$ cat config.mk
export PLATFORM = sky130hd
export DESIGN_NAME = hub_string_and_port_power_regs
export DESIGN_NICKNAME = d
export VERILOG_FILES = /design/src/hub_cfg_pkg.sv /design/src/hub_string_and_port_power_regs.sv
export SDC_FILE = /design/constraint.sdc
export NUM_CORES = 2
export LEC_CHECK = 0
export ABC_AREA = 1
export ABC_CLOCK_PERIOD_IN_PS = 4300
export BUFFER_PORTS_ARGS = -buffer_cell sky130_fd_sc_hd__buf_2
export CAP_MARGIN = 25
export CORE_UTILIZATION = 35
export DETAILED_ROUTE_END_ITERATION = 12
export PLACE_DENSITY_LB_ADDON = 0.3
export SYNTH_ARGS = -nofsm -noshare
export SYNTH_HDL_FRONTEND = slang
export SYNTH_SLANG_ARGS = --single-unit
$ cat constraint.sdc
create_clock -name clk_sys -period 4.3 [get_ports clk_sys]
set_clock_uncertainty 0.1 [all_clocks]
set_input_delay 0.86 -clock clk_sys [delete_from_list [all_inputs] [get_ports clk_sys]]
set_output_delay 0.86 -clock clk_sys [all_outputs]
set_load 0.05 [all_outputs]
$ cat src/hub_cfg_pkg.sv
/*
 * Constants, types and register map for the hub string and port power
 * register group. Assumes an 8-bit address, 8-bit data configuration port.
 */
// Notes on behaviour
// - Product string bytes live at 0x54 to 0x91, UTF-16LE, read by the USB side.
// - Serial number bytes live at 0x92 to 0xCF, UTF-16LE, read by the USB side.
// - Charge enable bits 3..1 enable charging on ports 3..1; others reserved.
// - Charge enable bit one means enabled; zero, the reset value, disabled.
// - Port power status bits 3..1 are read only; writes change nothing.
// - A status bit is one when the USB host has powered that port and no over-current cut applies to it.
// - Status is zero without host power, or with charging and over-current set.
// - Power state combines host request, over-current flags and charging logic.
// - A register-controlled over-current flag clears that port's status bit.
package hub_cfg_pkg;

	localparam int unsigned ADDR_W = 8;
	localparam int unsigned DATA_W = 8;
	localparam int unsigned NUM_PORTS = 3;

	localparam logic [ADDR_W-1:0] PRODUCT_STRING_FIRST = 8'h54;
	localparam logic [ADDR_W-1:0] PRODUCT_STRING_LAST  = 8'h91;
	localparam logic [ADDR_W-1:0] SERIAL_STRING_FIRST  = 8'h92;
	localparam logic [ADDR_W-1:0] SERIAL_STRING_LAST   = 8'hCF;
	localparam logic [ADDR_W-1:0] BATTERY_CHARGE_OFS   = 8'hD0;
	localparam logic [ADDR_W-1:0] PORT_POWER_OFS       = 8'hE5;

	localparam int unsigned STRING_BYTES = 62;
	localparam int unsigned STR_IDX_W = 6;

	localparam logic [DATA_W-1:0] BYTE_RESET = 8'h00;
	localparam logic [DATA_W-1:0] BATTERY_CHARGE_RESET = 8'h00;
	localparam logic [DATA_W-1:0] PORT_BITS_MASK = 8'h0E;
	localparam int unsigned PORT_LSB = 1;

	typedef enum logic {
		STR_PRODUCT,
		STR_SERIAL
	} string_sel_e;

	typedef struct packed {
		logic              wr;
		logic              rd;
		logic [ADDR_W-1:0] addr;
		logic [DATA_W-1:0] wdata;
	} cfg_req_s;

	typedef struct packed {
		logic              valid;
		logic [DATA_W-1:0] rdata;
	} cfg_rsp_s;

	typedef struct packed {
		logic                 rd;
		string_sel_e          sel;
		logic [STR_IDX_W-1:0] index;
	} desc_req_s;

	typedef struct packed {
		logic              valid;
		logic [DATA_W-1:0] data;
	} desc_rsp_s;

endpackage

$ cat src/hub_string_and_port_power_regs.sv
/*
 * Register group holding the product and serial string bytes, the
 * per-port battery charge enable and the read-only port power status.
 * Assumes the serial configuration port decoder and the USB descriptor
 * engine run on clk_sys and present single-cycle request strobes.
 */
`timescale 1ns/1ps
`default_nettype none

module hub_string_and_port_power_regs
	import hub_cfg_pkg::*;
#(
	parameter int unsigned STR_BYTES = STRING_BYTES
) (
	input  wire logic                 clk_sys,
	input  wire logic                 resetn,
	input  wire cfg_req_s             cfg_req,
	output var  cfg_rsp_s             cfg_rsp,
	input  wire desc_req_s            desc_req,
	output var  desc_rsp_s            desc_rsp,
	input  wire logic [NUM_PORTS-1:0] host_port_power_req,
	input  wire logic [NUM_PORTS-1:0] overcurrent_flag_bits,
	input  wire logic [NUM_PORTS-1:0] overcurrent_reg_control,
	output logic      [NUM_PORTS-1:0] battery_charge_enable,
	output logic      [NUM_PORTS-1:0] port_power_status
);

	logic [DATA_W-1:0]    product_string_array_reg [STR_BYTES];
	logic [DATA_W-1:0]    product_string_array_next[STR_BYTES];
	logic [DATA_W-1:0]    serial_number_array_reg  [STR_BYTES];
	logic [DATA_W-1:0]    serial_number_array_next [STR_BYTES];
	logic [NUM_PORTS-1:0] charge_en_reg;
	logic [NUM_PORTS-1:0] charge_en_next;
	logic [NUM_PORTS-1:0] power_reg;
	logic [NUM_PORTS-1:0] power_next;
	cfg_rsp_s             cfg_rsp_reg;
	cfg_rsp_s             cfg_rsp_next;
	desc_rsp_s            desc_rsp_reg;
	desc_rsp_s            desc_rsp_next;
	logic [DATA_W-1:0]    port_field;
	logic                 oc_cut;

	function automatic logic in_window(
		input logic [ADDR_W-1:0] a,
		input logic [ADDR_W-1:0] first,
		input logic [ADDR_W-1:0] last
	);
		in_window = (a >= first) && (a <= last);
	endfunction

	function automatic logic [STR_IDX_W-1:0] byte_index(
		input logic [ADDR_W-1:0] a,
		input logic [ADDR_W-1:0] first
	);
		logic [ADDR_W-1:0] diff;
		diff = a - first;
		byte_index = diff[STR_IDX_W-1:0];
	endfunction

	// Byte arrays: the configuring party orders UTF-16LE bytes itself, so
	// each address is stored verbatim with no byte swapping here.
	always_comb begin
		product_string_array_next = product_string_array_reg;
		serial_number_array_next  = serial_number_array_reg;
		if (cfg_req.wr && in_window(cfg_req.addr, PRODUCT_STRING_FIRST, PRODUCT_STRING_LAST)) begin
			product_string_array_next[byte_index(cfg_req.addr, PRODUCT_STRING_FIRST)] =
				cfg_req.wdata;
		end
		if (cfg_req.wr && in_window(cfg_req.addr, SERIAL_STRING_FIRST, SERIAL_STRING_LAST)) begin
			serial_number_array_next[byte_index(cfg_req.addr, SERIAL_STRING_FIRST)] =
				cfg_req.wdata;
		end
	end

	always_ff @(posedge clk_sys or negedge resetn) begin
		if (!resetn) begin
			for (int i = 0; i < STR_BYTES; i++) begin
				product_string_array_reg[i] <= BYTE_RESET;
				serial_number_array_reg[i]  <= BYTE_RESET;
			end
		end else begin
			product_string_array_reg <= product_string_array_next;
			serial_number_array_reg  <= serial_number_array_next;
		end
	end

	// Charge enable: only the port bits are stored, reserved bits drop out
	always_comb begin
		charge_en_next = charge_en_reg;
		if (cfg_req.wr && cfg_req.addr == BATTERY_CHARGE_OFS) begin
			charge_en_next = cfg_req.wdata[PORT_LSB +: NUM_PORTS];
		end
	end

	always_ff @(posedge clk_sys or negedge resetn) begin
		if (!resetn) begin
			charge_en_reg <= BATTERY_CHARGE_RESET[PORT_LSB +: NUM_PORTS];
		end else begin
			charge_en_reg <= charge_en_next;
		end
	end

	// Port power: host request gated by over-current. No write path exists.
	always_comb begin
		power_next = '0;
		oc_cut     = 1'b0;
		for (int p = 0; p < NUM_PORTS; p++) begin
			oc_cut = overcurrent_flag_bits[p] && (charge_en_reg[p] || overcurrent_reg_control[p]);
			power_next[p] = host_port_power_req[p] && !oc_cut;
		end
	end

	always_ff @(posedge clk_sys or negedge resetn) begin
		if (!resetn) begin
			power_reg <= '0;
		end else begin
			power_reg <= power_next;
		end
	end

	// Configuration read answer, one cycle after the strobe
	always_comb begin
		port_field          = '0;
		cfg_rsp_next.valid  = cfg_req.rd;
		cfg_rsp_next.rdata  = '0;
		if (cfg_req.rd) begin
			if (in_window(cfg_req.addr, PRODUCT_STRING_FIRST, PRODUCT_STRING_LAST)) begin
				cfg_rsp_next.rdata =
					product_string_array_reg[byte_index(cfg_req.addr, PRODUCT_STRING_FIRST)];
			end else if (in_window(cfg_req.addr, SERIAL_STRING_FIRST, SERIAL_STRING_LAST)) begin
				cfg_rsp_next.rdata =
					serial_number_array_reg[byte_index(cfg_req.addr, SERIAL_STRING_FIRST)];
			end else if (cfg_req.addr == BATTERY_CHARGE_OFS) begin
				port_field[PORT_LSB +: NUM_PORTS] = charge_en_reg;
				cfg_rsp_next.rdata = port_field & PORT_BITS_MASK;
			end else if (cfg_req.addr == PORT_POWER_OFS) begin
				port_field[PORT_LSB +: NUM_PORTS] = power_reg;
				cfg_rsp_next.rdata = port_field & PORT_BITS_MASK;
			end
		end
	end

	// Descriptor engine read port; index beyond the array returns zero
	always_comb begin
		desc_rsp_next.valid = desc_req.rd;
		desc_rsp_next.data  = '0;
		if (desc_req.rd && desc_req.index < STR_IDX_W'(STR_BYTES)) begin
			unique case (desc_req.sel)
				STR_PRODUCT: desc_rsp_next.data = product_string_array_reg[desc_req.index];
				STR_SERIAL:  desc_rsp_next.data = serial_number_array_reg[desc_req.index];
			endcase
		end
	end

	always_ff @(posedge clk_sys or negedge resetn) begin
		if (!resetn) begin
			cfg_rsp_reg  <= '0;
			desc_rsp_reg <= '0;
		end else begin
			cfg_rsp_reg  <= cfg_rsp_next;
			desc_rsp_reg <= desc_rsp_next;
		end
	end

	assign cfg_rsp               = cfg_rsp_reg;
	assign desc_rsp              = desc_rsp_reg;
	assign battery_charge_enable = charge_en_reg;
	assign port_power_status     = power_reg;

endmodule

`default_nettype wire

# Word level (Yosys, flattened, before mapping)
# Cells that the tools add are included.
# Widths: inputs -> output; s select.
[word_totals]
register_bits = 1016
inputBits = 37
output_inout_bits = 24
wordCells = 193
[classes]
n_addsub = 2
n_lt_le_gt_ge = 10
n_eq_ne = 2
mux = 25
bitwise = 4
reduce_logical = 20
[op_table]
columns = ["cell", "n"]
rows = [
  ["$bwmux 496", 2],
  ["$bmux 8 s6", 4],
  ["$mux 8", 14],
  ["$demux 8 s6", 2],
  ["$ge 7x7->1 const B", 3],
  ["$not 6->7", 3],
  ["$eq 8x8->1 const B", 2],
  ["$le 8x8->1 const B", 2],
  ["$pmux 8 s2", 1],
  ["$logic_and 1x1->1", 14],
  ["$lt 7x1->1 const B", 2],
  ["$sub 6x5->6 const B", 2],
  ["$ge 8x7->1 const B", 1],
  ["$ge 8x8->1 const B", 1],
  ["$mux 4", 2],
  ["$lt 6x6->1 const B", 1],
  ["$logic_not 1->1", 3],
  ["$logic_or 1x1->1", 3],
  ["$not 1->1", 1],
]

# Logic depth before layout (Yosys ltp)
[logic_depth]
depth_word = 8
mapped_depth = 19
depth_no_buf = 15

# Least setup slack after synthesis
# Ideal clock, no wire load.
[synth_path]
kind = "input -> register"
from = "in cfg_req[10] (netlist bit)"
to = "reg serial_number_array_reg[144] (netlist bit)"
arrival_ns = 3.477
slack_ns = 0.592
cell_stages = 15
path_cell_list = "buf_2 > inv_2 > clkbuf_1 > buf_1 > ha_1 > nand2_1 > nor2_1 > o21ai_1 > nand2_1 > o21ai_2 > nor2_4 > nand3_1 > nor2_1 > clkbuf_1 > o21ai_0"
[synth_between]
elab_chain_len = 7
[synth_rtl]
columns = ["element", "line_no", "text"]
rows = [
  ["start: declaration", "hub_string_and_port_power_regs.sv:17", "input wire cfg_req_s cfg_req,"],
  ["$sub 6x5->6", "hub_string_and_port_power_regs.sv:56", "diff = a - first;"],
  ["$not 6->7 (implied by the code)", "hub_string_and_port_power_regs.sv:70", "serial_number_array_next[byte_index(cfg_req.addr, SERIAL_STRING_FIRST)] ="],
  ["$ge 7x7->1 (implied by the code) or $lt 7x1->1 (tied branches)", "hub_string_and_port_power_regs.sv:70", ""],
  ["$logic_and 1x1->1 (implied by the code)", "hub_string_and_port_power_regs.sv:70", ""],
  ["$mux 8 (implied by the code)", "hub_string_and_port_power_regs.sv:70", ""],
  ["$demux 8 s6", "hub_string_and_port_power_regs.sv:70", ""],
  ["$bwmux 496", "hub_string_and_port_power_regs.sv:70", ""],
  ["end signal: assignment", "hub_string_and_port_power_regs.sv:83", "serial_number_array_reg <= serial_number_array_next;"],
  ["end: declaration", "hub_string_and_port_power_regs.sv:30", "logic [DATA_W-1:0] serial_number_array_reg [STR_BYTES];"],
]
# Parallel ways exist; a longest one is shown, timed or not.
# A chain may end at the register's enable or synchronous reset.

==> results.json <==
{
  "status": "completed",
  "io_pins": 61,
  "cp.depth": 13,
  "grt_pass1_wl_mm": 358,
  "finalSetupTns_ps": 0,
  "grt_overflow_total": 0,
  "holdBufCountCts": 0,
  "synth_edf_count": 0,
  "grt_pass1_vias": 53759,
  "grtUsageTotal": 0.290,
  "cap_viol_max_count": 0,
  "grt_setup_unrepaired": "false",
  "comb_power_share": 0.177,
  "setup_viol": 0,
  "start_util": 0.354,
  "area_delta_synth_final_pct": 12.5,
  "vias": 58073,
  "max_slew_margin": 0.303,
  "avgSynthCellArea_um2": 6.79,
  "p_sw_frac": 0.316,
  "layout-drive-gt1-share": 0.0662,
  "cp_slowest_cell": "buf_4",
  "place_area_um2": 60200,
  "path_delay_family": "simple AND/OR/NAND/NOR gates",
  "grt_max_degree": 100,
  "cts_buffers": 115,
  "required_ps": 4900,
  "path_class": "in2reg",
  "yosysSeqAreaShare": 0.446,
  "critPathLaunchType": "input pin",
  "antenna_found_initial": 10,
  "cts_tree": "done",
  "cts_post_setup_buffers_inserted": 0,
  "dr.pass1.iters": 7,
  "clock_path_buffers": 3,
  "yosysWarnings": 0,
  "end_kind": "flip-flop",
  "synth.distinct_cells": 34,
  "clkPwrFrac": 0.398,
  "die-area_um2": 165000,
  "power_frac_seq": 0.425,
  "drtIter0Drc": 7975,
  "hold_viol": 0,
  "clk_latency_ps": 780,
  "synth_cells": 8397,
  "cts_resized": 0,
  "worst_path_most_repeated_cell": "nand3_1",
  "path_clk_slew_ps": 60,
  "final-max-slew-violation-count": 0,
  "rows": 147,
  "cp.arrival_ps": 3950,
  "critical_path.max_fanout": 24,
  "nets": 8226,
  "max_clock_freq_ghz": 0.298,
  "powerDensity_nw_per_um2": 409,
  "finalCriticalPeriod_ps": 3350,
  "rr_worst_depth": 10,
  "numPortBuffers": 60,
  "drc": 0,
  "async_flop_share": 1.00,
  "p_switching_w": 0.00830,
  "path_cells": "buf_2, inv_2, buf_4, nand2_1, nand3_1, nand2_1, nand3_1, clkinv_1, nand3_1, nand2_1, nor2_1, nand3_1, a21oi_1",
  "viasPerCell": 5.57,
  "root_buffer": "clkbuf_16",
  "die_height_um": 406,
  "htree_levels": 3,
  "die_x_um": 406,
  "internal-power_w": 0.0179,
  "nFillCells": 16880,
  "fin_area_um2": 64200,
  "synth-main-ff-cell": "dfrtp_1",
  "wl_per_cell_um": 23.1,
  "cp_num_buf_inv": 4,
  "routed_wirelength_mm": 241,
  "antenna_left": 0,
  "hold_class": "in2async",
  "p_leak_nw": 29.6,
  "syn-num-nets": 8442,
  "ys_ff_latch": 1016,
  "fp.coreArea_um2": 161000,
  "max_stage_delay_ps": 410,
  "tightest_slew_ps": 1050,
  "fin_crit_sh": 0.780,
  "gp_congestion": 0.958,
  "dpl.hpwl_mm": 149,
  "numClockSinks": 1016,
  "ir_worst_vdd_v": 0.000327,
  "synth_area_um2": 57100
}
-- path summary, 6_finish.rpt --
| check | to | startpoint | slack, ps |
|---|---|---|---|
| max in group asynchronous | product_string_array_reg[150] | resetn | 2850 |
| hold / removal | serial_number_array_reg[476] | resetn | 130 |
| hold reg to reg | product_string_array_reg[164] | product_string_array_reg[164] | 380 |
| min in group clk_sys | desc_rsp[8] | desc_req[7] | 210 |
| setup reg to reg | desc_rsp[3] | product_string_array_reg[155] | 1910 |
| setup / recovery | cfg_rsp[0] | cfg_req[10] | 950 |
-- area by class of cell --
| cell class | count | area, um2 | share of cell area |
|---|---|---|---|
| Sequential cell | 1016 | 25400 | 0.396 |
| Clock inverter | 41 | 546 | 0.00850 |
| Timing Repair Buffer | 281 | 2750 | 0.0429 |
| Multi-Input combinational cell | 6155 | 27000 | 0.421 |
| Antenna cell | 2 | 5.00 | 0.0000780 |
| Clock buffer | 167 | 3370 | 0.0525 |
| Tap cell | 2160 | 2700 | 0.0421 |
| Inverter | 612 | 2350 | 0.0366 |
-- logic make-up after synthesis --
group	Yosys count	synth area share
AND/OR/NAND/NOR	4427	0.315
XOR/XNOR	1	0.000285
flip-flops	1016	0.446
AO/OA/AOI/OAI	1719	0.156
adder cells (fa/ha/maj)	8	0.00175
buffers and inverters	1226	0.0815
-- worst register-to-register path, stage by stage, from the launching register on --
cell	delay (ps)
dfrtp_1	370
nor2_1	60
nor2_1	80
o21ai_0	90
nand3_1	90
nand3_1	190
nand2_1	160
nand2_1	90
nand2_1	240
nand3_1	210
a21oi_1	560
-- power groups by stage --
stage	combinational [W]	sequential [W]	clock, W
floorplan	0.00270	0.0112	0
global placement	0.00447	0.0113	0
detailed placement	0.00453	0.0113	0
CTS	0.00454	0.0111	0.0105
global route	0.00509	0.0113	0.0109
finish	0.00463	0.0112	0.0104
-- cells in the mapped netlist (5+ instances only) --
cell type,count,share of area
nor2_1,454,0.030
nor2_4,9,0.0018
ha_1,8,0.0018
o21ai_1,56,0.0049
o211ai_1,109,0.014
a21oi_1,324,0.028
o21ai_0,1220,0.11
dfrtp_1,1016,0.45
nand2_1,3051,0.20
nor2_2,20,0.0022
clkbuf_1,515,0.034
nand3_1,833,0.073
nand3_2,6,0.0011
inv_2,15,0.00099
nand4_1,28,0.0031
buf_2,33,0.0029
buf_1,65,0.0043
a21boi_0,5,0.00066
clkinv_1,8,0.00053
inv_1,588,0.039
or2_2,10,0.0011
nor3_1,6,0.00053
-- stage by stage --
step	hold WS, ps	instances	setup slack (ps)	total power, W	utilization
CTS	104	10432	1140	0.0262	0.398
finish	131	10434	945	0.0262	0.398
global route	174	10432	943	0.0272	0.398
detailed placement	373	10224	332	0.0158	0.374
global placement	366	10223	347	0.0157	0.374
floorplan	353	8397	592	0.0139	-
-- cell usage in the layout (no fill, tap or decap), types with 9 or more instances in the layout --
cell type / instances
nor2_2: 19
nor2_4: 12
a21oi_1: 324
nand4_1: 28
nand2_1: 3049
clkbuf_8: 25
clkinv_2: 20
nand3_1: 833
buf_4: 161
inv_4: 9
bufinv_16: 11
inv_2: 15
clkbuf_1: 25
inv_1: 579
buf_2: 55
dfrtp_1: 1016
or2_2: 10
o21ai_0: 1220
o211ai_1: 109
clkbuf_16: 117
o21ai_1: 56
nor2_1: 452
buf_12: 60
-- per-layer routing --
metal  routed length, um  GRT usage  part of all wire  vias to the layer above
met3               27100     0.0708              0.11                      568
met2              103000      0.430              0.43                     3232
met5                  75          0           0.00031                        -
li1                    -          -                 -                    26521
met4               11400      0.135             0.047                       12
met1               99000      0.395              0.41                    27740
Power figures use the tool's default switching activity.
